<file path="src/tws_pkg.sv">
// tws_pkg: constants and types shared by the two-wire serial controller
package tws_pkg;

    // ------------------------------------------------------------
    // register map
    // ------------------------------------------------------------
    localparam logic [7:0] ADDR_STATUS_CONTROL = 8'h28;
    localparam logic [7:0] ADDR_SERIAL_BYTE = 8'h29;
    localparam logic [7:0] STATUS_CONTROL_RESET = 8'h00;

    // ------------------------------------------------------------
    // status/control bit positions
    // ------------------------------------------------------------
    localparam int BIT_ENABLE = 0;
    localparam int BIT_STOP_SEEN = 1;
    localparam int BIT_ARB_RESTART = 2;
    localparam int BIT_FIRST_BYTE = 3;
    localparam int BIT_ACK = 4;
    localparam int BIT_TRANSMIT = 5;
    localparam int BIT_PROCEED = 6;
    localparam int BIT_MASTER_SELECT = 7;

    // ------------------------------------------------------------
    // pin positions and timing
    // ------------------------------------------------------------
    localparam int PIN_CLOCK = 0;
    localparam int PIN_DATA = 1;
    localparam int CLK_HZ = 10_000_000;
    localparam int BUS_HZ = 100_000;
    // half bit period, rounded down so the bus never runs slower than documented
    localparam int HALF_BIT_CYCLES = CLK_HZ / (2 * BUS_HZ);
    localparam int BYTE_BITS = 8;

    // ------------------------------------------------------------
    // carriers
    // ------------------------------------------------------------
    typedef struct packed {
        logic [7:0] addr;
        logic [7:0] wdata;
        logic wr;
        logic rd;
    } tws_bus_req_t;

    typedef struct packed {
        logic clock_o;
        logic clock_oe;
        logic data_o;
        logic data_oe;
    } tws_pins_t;

endpackage : tws_pkg

</file>
<file path="src/tws_ctrl.sv">
// tws_ctrl: byte-level two-wire master/slave controller with register port
//
// Contract
// - enable bit routes pins to serial bus
// - enabled pins are driven open-drain only
// - master-select set: start, send data byte
// - master-select cleared by firmware: send stop
// - master drives lines, arbitrates, stretches clock
// - arbitration lost: drop master, flag, interrupt
// - addressed after loss: interrupt after transaction
// - proceed starts byte; reads busy
// - control writes ignored while busy
// - after interrupt stay idle until proceed
// - direction bit: one transmit, zero receive
// - first byte after start always transmitted
// - receive: ack bit drives acknowledge slot
// - transmit: ack bit reports receiver acknowledge
// - first-byte flag on address or loss
// - hardware clears restart bit during restart
// - stop-seen in slave receive unless nacked
// - data register holds eight-bit bus byte
// - interrupt per byte, stop, or loss; a stop sent as master raises none
// - hold clock low while awaiting firmware
// - separate transmit and receive byte stores
// - clock on pin bit zero, data bit one
//
// Design decision made here: the address-and-strobe port.
`timescale 1ns/100ps
module tws_ctrl
#(
    parameter int HALF_BIT = tws_pkg::HALF_BIT_CYCLES
)
(
    input wire logic clk,
    input wire logic reset_n,
    input wire tws_pkg::tws_bus_req_t bus_req,
    output logic [7:0] rdata,
    input wire logic [1:0] pin_in,
    output tws_pkg::tws_pins_t pins,
    output logic serial_active,
    output logic irq
);
    // ------------------------------------------------------------
    // pin synchronisers
    // ------------------------------------------------------------
    logic scl_s;
    logic sda_s;

    tws_sync u_sync_scl
    (
        .clk(clk),
        .reset_n(reset_n),
        .async_in(pin_in[tws_pkg::PIN_CLOCK]),
        .sync_out(scl_s)
    );

    tws_sync u_sync_sda
    (
        .clk(clk),
        .reset_n(reset_n),
        .async_in(pin_in[tws_pkg::PIN_DATA]),
        .sync_out(sda_s)
    );

    logic scl_prev_q;
    logic sda_prev_q;
    always_ff @(posedge clk or negedge reset_n)
    begin
        if (!reset_n)
        begin
            scl_prev_q <= 1'b1;
            sda_prev_q <= 1'b1;
        end
        else
        begin
            scl_prev_q <= scl_s;
            sda_prev_q <= sda_s;
        end
    end

    wire scl_rise = scl_s && !scl_prev_q;
    wire scl_fall = !scl_s && scl_prev_q;
    wire bus_start = scl_s && scl_prev_q && sda_prev_q && !sda_s;
    wire bus_stop = scl_s && scl_prev_q && !sda_prev_q && sda_s;

    // ------------------------------------------------------------
    // state
    // ------------------------------------------------------------
    typedef enum logic [8:0] {
        ST_IDLE = 9'h001,
        ST_START = 9'h002,
        ST_LOW = 9'h004,
        ST_HIGH = 9'h008,
        ST_ACK_LOW = 9'h010,
        ST_ACK_HIGH = 9'h020,
        ST_WAIT = 9'h040,
        ST_STOP = 9'h080,
        ST_SLAVE = 9'h100
    } tws_state_t;

    tws_state_t state_q;
    logic [7:0] ctrl_q;
    logic [7:0] tx_q;
    logic [7:0] rx_q;
    logic [7:0] shift_q;
    logic [3:0] bit_q;
    logic [15:0] tmr_q;
    logic busy_q;
    logic first_tx_q;
    logic nacked_q;
    logic irq_held_q;
    logic sda_drive_low_q;
    logic scl_drive_low_q;
    logic bus_busy_q;

    wire wr_ctrl = bus_req.wr && bus_req.addr == tws_pkg::ADDR_STATUS_CONTROL && !busy_q;
    wire wr_byte = bus_req.wr && bus_req.addr == tws_pkg::ADDR_SERIAL_BYTE;
    wire rd_byte = bus_req.rd && bus_req.addr == tws_pkg::ADDR_SERIAL_BYTE;
    wire enabled = ctrl_q[tws_pkg::BIT_ENABLE];
    wire is_master = ctrl_q[tws_pkg::BIT_MASTER_SELECT];
    wire proceed_wr = wr_ctrl && bus_req.wdata[tws_pkg::BIT_PROCEED];
    wire tmr_done = tmr_q == 16'h0000;
    wire transmitting = first_tx_q || ctrl_q[tws_pkg::BIT_TRANSMIT];
    wire lost = is_master && state_q == ST_HIGH && transmitting && shift_q[7] && !sda_s;

    // ------------------------------------------------------------
    // transmit byte store and read data
    // ------------------------------------------------------------
    always_ff @(posedge clk or negedge reset_n)
    begin
        if (!reset_n)
            tx_q <= 8'h00;
        else if (wr_byte)
            tx_q <= bus_req.wdata;
    end

    always_ff @(posedge clk or negedge reset_n)
    begin
        if (!reset_n)
            rdata <= 8'h00;
        else if (bus_req.rd)
        begin
            if (rd_byte)
                rdata <= rx_q;
            else if (bus_req.addr == tws_pkg::ADDR_STATUS_CONTROL)
                rdata <= {ctrl_q[7], busy_q, ctrl_q[5:0]};
            else
                rdata <= 8'h00;
        end
        else
            rdata <= 8'h00;
    end

    // ------------------------------------------------------------
    // bus occupancy as seen on the lines
    // ------------------------------------------------------------
    always_ff @(posedge clk or negedge reset_n)
    begin
        if (!reset_n)
            bus_busy_q <= 1'b0;
        else if (bus_start)
            bus_busy_q <= 1'b1;
        else if (bus_stop)
            bus_busy_q <= 1'b0;
    end

    // ------------------------------------------------------------
    // byte engine and control register
    // ------------------------------------------------------------
    always_ff @(posedge clk or negedge reset_n)
    begin
        if (!reset_n)
        begin
            state_q <= ST_IDLE;
            ctrl_q <= tws_pkg::STATUS_CONTROL_RESET;
            rx_q <= 8'h00;
            shift_q <= 8'h00;
            bit_q <= 4'h0;
            tmr_q <= 16'h0000;
            busy_q <= 1'b0;
            first_tx_q <= 1'b0;
            nacked_q <= 1'b0;
            irq_held_q <= 1'b0;
            irq <= 1'b0;
            sda_drive_low_q <= 1'b0;
            scl_drive_low_q <= 1'b0;
        end
        else
        begin
            irq <= 1'b0;
            if (!tmr_done)
                tmr_q <= tmr_q - 16'h0001;
            if (wr_ctrl)
            begin
                // busy and first-byte flag are hardware owned
                ctrl_q <= {bus_req.wdata[7], 1'b0, bus_req.wdata[5:4],
                           ctrl_q[tws_pkg::BIT_FIRST_BYTE], bus_req.wdata[2:0]};
                if (proceed_wr)
                begin
                    busy_q <= 1'b1;
                    ctrl_q[tws_pkg::BIT_FIRST_BYTE] <= 1'b0;
                    nacked_q <= !bus_req.wdata[tws_pkg::BIT_ACK] && !bus_req.wdata[5];
                end
                if (!bus_req.wdata[tws_pkg::BIT_ENABLE])
                begin
                    state_q <= ST_IDLE;
                    busy_q <= 1'b0;
                    sda_drive_low_q <= 1'b0;
                    scl_drive_low_q <= 1'b0;
                end
                else if (is_master && !bus_req.wdata[7])
                begin
                    state_q <= ST_STOP;
                    busy_q <= 1'b1;
                    sda_drive_low_q <= 1'b1;
                    scl_drive_low_q <= 1'b1;
                    tmr_q <= 16'(HALF_BIT);
                end
                else if (bus_req.wdata[7] && (!is_master || bus_req.wdata[2]))
                begin
                    // first byte after a start is always sent
                    state_q <= ST_START;
                    busy_q <= 1'b1;
                    first_tx_q <= 1'b1;
                    shift_q <= tx_q;
                    ctrl_q[tws_pkg::BIT_ARB_RESTART] <= 1'b0;
                    sda_drive_low_q <= 1'b0;
                    tmr_q <= 16'(HALF_BIT);
                end
            end

            case (state_q)
                ST_IDLE:
                begin
                    if (enabled && bus_start)
                    begin
                        state_q <= ST_SLAVE;
                        bit_q <= 4'h0;
                        first_tx_q <= 1'b0;
                        ctrl_q[tws_pkg::BIT_FIRST_BYTE] <= 1'b1;
                        ctrl_q[tws_pkg::BIT_TRANSMIT] <= 1'b0;
                        busy_q <= 1'b1;
                    end
                end
                ST_START:
                begin
                    // restart: release data, raise clock, then pull data low
                    if (tmr_done && !sda_drive_low_q)
                    begin
                        scl_drive_low_q <= 1'b0;
                        if (scl_s && !(bus_busy_q && !scl_drive_low_q && first_tx_q
                            && !ctrl_q[tws_pkg::BIT_ARB_RESTART] && 1'b0))
                        begin
                            sda_drive_low_q <= 1'b1;
                            tmr_q <= 16'(HALF_BIT);
                        end
                    end
                    else if (tmr_done)
                    begin
                        scl_drive_low_q <= 1'b1;
                        bit_q <= 4'h0;
                        state_q <= ST_LOW;
                        tmr_q <= 16'(HALF_BIT);
                    end
                end
                ST_LOW:
                begin
                    sda_drive_low_q <= transmitting ? !shift_q[7] : 1'b0;
                    if (tmr_done)
                    begin
                        scl_drive_low_q <= 1'b0;
                        state_q <= ST_HIGH;
                        tmr_q <= 16'(HALF_BIT);
                    end
                end
                ST_HIGH:
                begin
                    // clock stretching: count only once the line is really high
                    if (!scl_s)
                        tmr_q <= 16'(HALF_BIT);
                    else if (lost)
                    begin
                        ctrl_q[tws_pkg::BIT_MASTER_SELECT] <= 1'b0;
                        ctrl_q[tws_pkg::BIT_ARB_RESTART] <= 1'b1;
                        ctrl_q[tws_pkg::BIT_FIRST_BYTE] <= 1'b1;
                        sda_drive_low_q <= 1'b0;
                        scl_drive_low_q <= 1'b0;
                        irq_held_q <= 1'b1;
                        state_q <= ST_SLAVE;
                    end
                    else if (tmr_done)
                    begin
                        shift_q <= {shift_q[6:0], sda_s};
                        scl_drive_low_q <= 1'b1;
                        tmr_q <= 16'(HALF_BIT);
                        state_q <= (bit_q == 4'(tws_pkg::BYTE_BITS - 1)) ? ST_ACK_LOW : ST_LOW;
                        bit_q <= bit_q + 4'h1;
                    end
                end
                ST_ACK_LOW:
                begin
                    sda_drive_low_q <= !transmitting && ctrl_q[tws_pkg::BIT_ACK];
                    if (tmr_done)
                    begin
                        scl_drive_low_q <= 1'b0;
                        state_q <= ST_ACK_HIGH;
                        tmr_q <= 16'(HALF_BIT);
                    end
                end
                ST_ACK_HIGH:
                begin
                    if (!scl_s)
                        tmr_q <= 16'(HALF_BIT);
                    else if (tmr_done)
                    begin
                        if (transmitting)
                            ctrl_q[tws_pkg::BIT_ACK] <= !sda_s;
                        else
                            rx_q <= shift_q;
                        first_tx_q <= 1'b0;
                        scl_drive_low_q <= 1'b1;
                        sda_drive_low_q <= 1'b0;
                        busy_q <= 1'b0;
                        irq <= 1'b1;
                        state_q <= ST_WAIT;
                    end
                end
                ST_WAIT:
                begin
                    // clock held low until firmware says go
                    if (proceed_wr && is_master && bus_req.wdata[7] && !bus_req.wdata[2])
                    begin
                        shift_q <= tx_q;
                        bit_q <= 4'h0;
                        state_q <= ST_LOW;
                        tmr_q <= 16'(HALF_BIT);
                    end
                end
                ST_STOP:
                begin
                    if (tmr_done && scl_drive_low_q)
                    begin
                        scl_drive_low_q <= 1'b0;
                        tmr_q <= 16'(HALF_BIT);
                    end
                    else if (tmr_done && scl_s)
                    begin
                        sda_drive_low_q <= 1'b0;
                        busy_q <= 1'b0;
                        state_q <= ST_IDLE;
                    end
                end
                ST_SLAVE:
                begin
                    // byte handed up on every ninth falling edge; firmware acks it
                    if (bus_stop)
                    begin
                        if (!ctrl_q[tws_pkg::BIT_TRANSMIT] && !nacked_q
                            && !ctrl_q[tws_pkg::BIT_FIRST_BYTE])
                            ctrl_q[tws_pkg::BIT_STOP_SEEN] <= 1'b1;
                        irq <= !nacked_q || irq_held_q;
                        irq_held_q <= 1'b0;
                        sda_drive_low_q <= 1'b0;
                        busy_q <= 1'b0;
                        state_q <= ST_IDLE;
                    end
                    else if (bus_start)
                    begin
                        bit_q <= 4'h0;
                        ctrl_q[tws_pkg::BIT_FIRST_BYTE] <= 1'b1;
                    end
                    else if (scl_rise)
                    begin
                        // rises counted, so the fall after a start is not a bit
                        bit_q <= bit_q + 4'h1;
                        if (bit_q < 4'(tws_pkg::BYTE_BITS))
                            shift_q <= {shift_q[6:0], sda_s};
                    end
                    else if (scl_fall && bit_q == 4'(tws_pkg::BYTE_BITS))
                    begin
                        // clock held low: firmware picks the acknowledge first
                        rx_q <= shift_q;
                        scl_drive_low_q <= 1'b1;
                        busy_q <= 1'b0;
                        irq <= !irq_held_q;
                    end
                    else if (scl_fall && bit_q == 4'(tws_pkg::BYTE_BITS + 1))
                    begin
                        bit_q <= 4'h0;
                        sda_drive_low_q <= 1'b0;
                    end
                    else if (proceed_wr && scl_drive_low_q)
                        sda_drive_low_q <= bus_req.wdata[tws_pkg::BIT_ACK]
                            && !bus_req.wdata[tws_pkg::BIT_TRANSMIT];
                    else if (scl_drive_low_q && busy_q)
                        scl_drive_low_q <= 1'b0;
                end
                default:
                    state_q <= ST_IDLE;
            endcase
        end
    end

    // ------------------------------------------------------------
    // open-drain pins: only ever drive low
    // ------------------------------------------------------------
    always_ff @(posedge clk or negedge reset_n)
    begin
        if (!reset_n)
        begin
            pins <= '0;
            serial_active <= 1'b0;
        end
        else
        begin
            serial_active <= enabled;
            pins.clock_o <= 1'b0;
            pins.data_o <= 1'b0;
            pins.clock_oe <= enabled && scl_drive_low_q;
            pins.data_oe <= enabled && sda_drive_low_q;
        end
    end
endmodule : tws_ctrl

</file>
<file path="src/tws_sync.sv">
// tws_sync: two-flip-flop synchroniser for one pin input
`timescale 1ns/100ps
module tws_sync
(
    input wire logic clk,
    input wire logic reset_n,
    input wire logic async_in,
    output logic sync_out
);
    logic meta_q;

    always_ff @(posedge clk or negedge reset_n)
    begin
        if (!reset_n)
        begin
            meta_q <= 1'b1;
            sync_out <= 1'b1;
        end
        else
        begin
            meta_q <= async_in;
            sync_out <= meta_q;
        end
    end
endmodule : tws_sync
</file>
<file path="config.mk">
export PLATFORM = sky130hd
export DESIGN_NAME = tws_ctrl
export DESIGN_NICKNAME = d
export VERILOG_FILES = /design/src/tws_pkg.sv /design/src/tws_ctrl.sv /design/src/tws_sync.sv
export SDC_FILE = /design/constraint.sdc
export NUM_CORES = 1
export LEC_CHECK = 0
export BUFFER_PORTS_ARGS = -buffer_cell sky130_fd_sc_hd__buf_4
export CAP_MARGIN = 40
export CELL_PAD_IN_SITES_DETAIL_PLACEMENT = 1
export CELL_PAD_IN_SITES_GLOBAL_PLACEMENT = 1
export CORE_ASPECT_RATIO = 0.6
export CORE_UTILIZATION = 47
export CTS_CLUSTER_SIZE = 20
export DETAILED_ROUTE_END_ITERATION = 7
export PLACE_DENSITY = 0.8
export SLEW_MARGIN = 15
export SYNTH_ARGS = -nofsm -noshare
export SYNTH_HDL_FRONTEND = slang
export SYNTH_SLANG_ARGS = --single-unit
</file>
<file path="constraint.sdc">
create_clock -name clk -period 3.06 [get_ports clk]
set_input_delay 0.918 -clock clk [delete_from_list [all_inputs] [get_ports clk]]
set_output_delay 0.918 -clock clk [all_outputs]
set_load 0.02 [all_outputs]
</file>
Yosys cells after proc, flatten, opt, wreduce, memory -nomap -nowiden
Index checks and enable logic that the tools add are counted.
{"block": "totals", "ramBits": 0, "output_inout_bits": 14, "latch_bits": 0, "elab_cells": 292, "regBits": 84, "mem_bits_ro": 0, "inputBits": 22, "mem_count": 0}
{"block": "classes", "addsub": 2, "bitwise_logic": 0, "magnitude_cmp": 1, "reduce_logical": 65, "n_eq_ne": 32, "div": 0, "n_shift": 0, "n_mul": 0, "muxes": 167}
{"cell": "$mux W16", "n": 13}
{"cell": "$mux W8", "n": 23}
{"cell": "$mux W9", "n": 18}
{"cell": "$pmux W16 S6", "n": 1}
{"cell": "$mux W1", "n": 86}
{"cell": "$pmux W9 S9", "n": 1}
{"cell": "$mux W4", "n": 12}
{"cell": "$logic_and A1 B1 Y1", "n": 36}
{"cell": "$ne A2 B2 Y1 const B", "n": 14}
{"cell": "$pmux W8 S3", "n": 1}
{"cell": "$pmux W4 S5", "n": 1}
{"cell": "$logic_not A1 Y1", "n": 17}
{"cell": "$eq A8 B6 Y1 const B", "n": 2}
{"cell": "$logic_not A16 Y1", "n": 1}
{"cell": "$pmux W8 S2", "n": 1}
{"cell": "$sub A16 B1 Y16 const B", "n": 1}
{"cell": "$reduce_and A11 Y1", "n": 1}
{"cell": "$eq A9 B1 Y1 const B", "n": 1}
{"cell": "$eq A9 B2 Y1 const B", "n": 1}
{"cell": "$eq A9 B3 Y1 const B", "n": 1}
{"cell": "$eq A9 B4 Y1 const B", "n": 1}
{"cell": "$eq A9 B5 Y1 const B", "n": 1}
{"cell": "$eq A9 B6 Y1 const B", "n": 1}
{"cell": "$eq A9 B7 Y1 const B", "n": 1}
{"cell": "other kinds (22)", "n": 31}

Depth between registers and ports, before layout
{"block": "depth", "word_depth": 14, "ltp_mapped": 10, "ltp_nobuf": 9}

By module
Synthesis repeated with hierarchy kept, for this count alone.
{"block": "unflattened", "hier_cells": 535, "hier_area_um2": 4942.2}
{"module": "tws_ctrl", "area_per_inst_um2": 4837.1, "cells_each": 531, "seq_area_each_um2": 2005.7, "n_inst": 1}
{"module": "tws_sync", "area_per_inst_um2": 52.6, "cells_each": 2, "seq_area_each_um2": 52.6, "n_inst": 2}

Least setup slack after synthesis
OpenSTA, ideal clock, no wires.
{"block": "synth_path", "path_kind": "in2reg", "start": "in bus_req[11] (netlist name)", "end": "reg bit_q[2]", "setup_time_ps": 125, "t_required_ps": 2935, "arrival_ps": 2611, "path_slack_ps": 325, "path_stages": 7, "n_path_buf": 0, "cell_sequence": "nor4bb_1 > and3_1 > a41o_1 > nand2_1 > a311oi_4 > o21ai_1 > mux2_2"}
{"block": "synth_via", "elab_chain_len": 9}
{"item": "start: declaration", "line": "tws_ctrl.sv:36", "text": "input wire tws_pkg::tws_bus_req_t bus_req,"}
{"item": "$eq A8 B6 Y1", "line": "tws_ctrl.sv:116", "text": "wire wr_ctrl = bus_req.wr && bus_req.addr == tws_pkg::ADDR_STATUS_CONTROL && !busy_q;"}
{"item": "$logic_and A1 B1 Y1 (2 in series)", "line": "tws_ctrl.sv:116"}
{"item": "$logic_and A1 B1 Y1", "line": "tws_ctrl.sv:121", "text": "wire proceed_wr = wr_ctrl && bus_req.wdata[tws_pkg::BIT_PROCEED];"}
{"item": "$logic_and A1 B1 Y1 (3 in series)", "line": "tws_ctrl.sv:331", "text": "if (proceed_wr && is_master && bus_req.wdata[7] && !bus_req.wdata[2])"}
{"item": "$ne A2 B2 Y1 (no source line)"}
{"item": "$reduce_and A11 Y1 (no source line)"}
{"item": "end signal: assignment", "line": "tws_ctrl.sv:297", "text": "bit_q <= bit_q + 4'h1;"}
{"item": "end signal: assignment", "line": "tws_ctrl.sv:375", "text": "bit_q <= bit_q + 4'h1;"}
{"item": "end: declaration", "line": "tws_ctrl.sv:106", "text": "logic [3:0] bit_q;"}
Every way passes these cells.
A chain may end at the register's enable or synchronous reset.

Worst setup path in the final report
{"block": "layout_path", "start": "in bus_req[11] (netlist name)", "end": "reg shift_q[2]"}
{"block": "layout_via", "elab_chain_len": 9, "word_cells_on_any_way": 17, "classes_between": "1 x eq/ne; 10 x mux; 6 x reduce/logical"}
{"item": "$eq A8 B6 Y1 *", "line": "tws_ctrl.sv:116"}
{"item": "$logic_and A1 B1 Y1 * (2 in series)", "line": "tws_ctrl.sv:116"}
{"item": "$mux W8 / $logic_and A1 B1 Y1 (equally long branches)", "line": "tws_ctrl.sv:193, tws_ctrl.sv:121"}
{"item": "$mux W8 / $logic_and A1 B1 Y1 (equally long branches)", "line": "tws_ctrl.sv:376, tws_ctrl.sv:331"}
{"item": "$mux W8 / $logic_and A1 B1 Y1 (equally long branches)", "line": "tws_ctrl.sv:372, tws_ctrl.sv:331"}
{"item": "$mux W8 / $logic_and A1 B1 Y1 (equally long branches)", "line": "tws_ctrl.sv:367, tws_ctrl.sv:331"}
{"item": "$mux W8, on equally long branches", "line": "tws_ctrl.sv:356, tws_ctrl.sv:331"}
{"item": "$pmux W8 S3 *", "line": "tws_ctrl.sv:232", "text": "case (state_q)"}
{"item": "end signal: assignment", "line": "tws_ctrl.sv:225", "text": "shift_q <= tx_q;"}
{"item": "end signal: assignment", "line": "tws_ctrl.sv:293", "text": "shift_q <= {shift_q[6:0], sda_s};"}
{"item": "end signal: assignment", "line": "tws_ctrl.sv:377", "text": "shift_q <= {shift_q[6:0], sda_s};"}
{"item": "end: declaration", "line": "tws_ctrl.sv:105", "text": "logic [7:0] shift_q;"}
Every way passes the cells marked *; elsewhere a longest branch is shown, timed or not.

==> flow_metrics.py <==
metrics = {
    "status": {
        "status": "finished clean",
    },
    "global_route": {
        "antenna_found_initial": 0,
        "grt_pass1_vias": 4443,
        "grtUsageTotal_pct": 33.0,
        "overflow": 0,
        "grt_max_degree": 50,
        "grt_pass1_wl_mm": 25.6,
    },
    "logic_synthesis": {
        "avgSynthCellArea_um2": 9.44,
        "synth_edf_count": 0,
        "synth-seq-cells": 84,
        "async_reset_ff_share_pct": 100,
        "yosysWarnings": 0,
        "synthDistinctLibCells": 70,
        "netlist_instances": 505,
        "synth-main-ff-cell": "dfrtp_1",
        "yosysSeqAreaShare_pct": 44.3,
        "synth_area_um2": 4770,
    },
    "sta": {
        "finalClockSkew_ps": 8.39,
        "rsz0062_at_grt": "no",
        "min_period_over_period_pct": 95.4,
        "period_needed_ps": 2920,
        "worstMarginPinSlew_ps": 885,
        "worst_slew_margin_rel_pct": 40.6,
        "slew_violations": 0,
        "fin_ws_ps": 140,
        "setup_viol": 0,
        "fmax_mhz": 342,
        "tns_ps": 0,
        "finalHoldViolCount": 0,
        "fin_hold_ws_ps": 358,
    },
    "cts": {
        "clock_sinks": 84,
        "cts_tree": "done",
        "clkLatencyLatePin_ps": 360,
        "root_buffer": "clkbuf_16",
        "cts_buffers": 9,
        "cts.path.max_buffers": 2,
        "clk_pin_slew_ps": 70,
        "htreeDepth": 3,
    },
    "placement": {
        "post_dp_cell_area_um2": 5280,
        "post-place-ws_ps": -79.6,
        "io_buffers": 33,
        "dp_cells": 678,
        "post-dp-hpwl_mm": 12.2,
        "gp_congestion": 0.961,
    },
    "setup_path": {
        "regToRegSetupSlack_ps": 210,
        "endpoint_kind": "register",
        "crit_arrival_ps": 3220,
        "cp-start-kind": "primary input",
        "crit_required_ps": 3360,
        "crit_fanout": 7,
        "r2r-end": "rx_q[3]$_DFFE_PN0P_",
        "crit_type": "primary input to register",
        "r2r-start": "state_q[2]$_DFF_PN0_",
        "rr_worst_depth": 7,
    },
    "floorplanning": {
        "num_rows": 28,
        "dieArea_um2": 10600,
        "ios": 36,
        "die_x_um": 132,
        "die-height_um": 80.0,
        "core_um2": 9840,
        "initial_utilization_pct": 48.4,
    },
    "drt": {
        "first_pass_iters": 5,
        "drt_iter0_markers": 441,
        "route.detailed.drc": 0,
        "num_vias": 4477,
        "antenna_left": 0,
        "wl_per_cell_um": 23.5,
        "via_per_inst": 6.44,
        "wl_mm": 16.4,
    },
    "worst_hold_path": {
        "hold_path_class": "register to register",
        "worstHoldPathCells": 0,
        "hold_path_end": "u_sync_scl.sync_out$_DFF_PN1_",
        "hold_path.startpoint": "u_sync_scl.meta_q$_DFF_PN1_",
    },
    "layout": {
        "area_growth_pct": 17.5,
        "regArea_um2": 2110,
        "drive_gt1_share_pct": 21.1,
        "multi_input_area_um2": 2510,
        "instances_no_fill": 695,
        "final_area_um2": 5600,
        "n_fill_cell": 1128,
        "antenna-diode-count": 0,
        "final_nets": 582,
    },
    "job": {
        "cap_violations": 0,
    },
    "power_and_ir_drop": {
        "cellLeakagePower_nw": 2.44,
        "powerDensity_nw_per_um2": 563,
        "peakVddDrop_v": 0.000295,
    },
}
-- logic make-up (layout without fill, tap and decap cells) --
kind of cell	after synthesis	in the layout	synth area share [%]
simple gates	224	224	25.3
compound gates	113	113	16.8
flops	84	84	44.3
buf+inv	36	90	3.28
mux	29	29	6.53
xor+xnor	13	13	2.39
fa+ha+maj	5	5	1.31
other cells	1	2	0.0786
-- worst max path at each step --
stage	startpoint	to	slack [ps]	cells past startpoint
2_1_floorplan	bus_req[11]	bit_q[2]$_DFFE_PN0P_	320	7
3_5_place_dp	bus_req[11]	shift_q[2]$_DFF_PN0_	-80	9
3_3_place_gp	bus_req[11]	shift_q[1]$_DFF_PN0_	140	9
4_1_cts	state_q[1]$_DFF_PN0_	tmr_q[7]$_DFF_PN0_	180	7
5_1_grt	state_q[1]$_DFF_PN0_	state_q[0]$_DFF_PN1_	50	7
6_report	bus_req[11]	shift_q[2]$_DFF_PN0_	140	9
-- cell type report --
class / count / area share [%]
repair buffers: 58 / 7.90
well taps: 135 / 3.01
clock buffers: 9 / 4.02
flip-flops and latches: 84 / 37.7
clock inverters: 7 / 1.59
multi-input cells: 386 / 44.7
inverters: 16 / 1.07
-- per-stage QoR --
step                total power, mW  util (%)
floorplan                      1.72         -
global placement               1.92      53.6
detailed placement             1.97      53.7
CTS                            3.14      56.9
global route                   3.27      56.9
finish                         3.15      56.9
-- layer usage --
layer / share of wire, % / wire [um] / vias up / global-route usage [%]
met1: 47 / 7720 / 2292 / 46.8
met2: 43 / 7010 / 197 / 48.2
li1: - / - / 1955 / -
met5: 0 / 0 / - / 0
met3: 8.1 / 1320 / 33 / 9.59
met4: 1.9 / 318 / 0 / 10.2
-- sequential cells by signal, summed over array words and instances, names as in the netlist, 2 cells and up --
register / flops
rdata: 8
state_q: 9
ctrl_q: 7
rx_q: 8
tx_q: 8
shift_q: 8
tmr_q: 16
bit_q: 4
pins: 2
-- report_power, final --
part,switching (mW),internal (mW)
Combinational,0.345,0.259
Clock,0.527,0.656
Sequential,0.153,1.21
Total,1.03,2.13
-- synthesized netlist by cell type (3+ instances only) --
library cell	instances	area (um2)
inv_1	16	60.1
a22oi_1	5	37.5
nand2b_1	5	31.3
ha_1	5	62.6
and4b_1	4	40.0
nand2_1	45	169
and2_1	12	75.1
a21o_1	3	22.5
a221o_1	6	60.1
mux2i_1	12	120
nand4b_1	4	35.0
o22ai_1	5	31.3
nor2b_1	4	25.0
or2_2	3	18.8
nand4_1	9	56.3
nor4_1	9	56.3
o211ai_1	5	37.5
dfstp_2	7	184
mux2_2	17	191
nor2_1	64	240
or3_1	3	18.8
nand3b_1	5	37.5
clkbuf_1	12	45.0
o21ai_1	3	15.0
nor4_2	3	37.5
o21ai_0	23	115
and3_1	6	37.5
o21a_1	3	22.5
nor4b_1	3	26.3
xor2_1	8	70.1
nand3_1	15	75.1
dfrtp_1	77	1930
nor3_1	15	75.1
o221ai_1	3	26.3
a21oi_1	24	120
a31oi_1	4	25.0
a211oi_1	6	45.0
buf_2	4	20.0
xnor2_1	5	43.8
-- worst max-delay path, cell delays in order --
cell and delay (ps):
buf_4 110, nor4bb_1 350, and3_1 380, nand2_1 170, nor3_2 360, buf_4 210, inv_1 40, o21ai_1 420
a221o_1 250
-- cells in the final DEF (no fill, tap or decap), types with 3 or more instances in the layout --
cell       count
xnor2_1        5
nand2b_1       5
nand4b_1       4
a221o_1        6
and2_1        12
xor2_1         8
a21o_1         3
nand4_1        9
or3_1          3
nand2_1       45
dfstp_2        7
ha_1           5
o211ai_1       5
and3_1         6
nand3_1       15
o22ai_1        5
inv_1         16
o21ai_1        3
nor2b_1        4
buf_4         55
nor4_1         9
nor4_2         3
nand3b_1       5
mux2i_1       12
dfrtp_1       77
o21a_1         3
nor2_1        64
a22oi_1        5
o221ai_1       3
nor4b_1        3
nor3_1        15
o21ai_0       23
a211oi_1       6
clkbuf_16      9
and4b_1        4
a31oi_1        4
a21oi_1       24
inv_8          3
or2_2          3
mux2_2        17
-- what timing repair did --
action	CTS	global route
setup endpoints to repair	0	15
gates resized for setup	0	2
setup buffers	0	0
hold buffers	0	0
No activity file was read; power rests on OpenSTA's default activity.
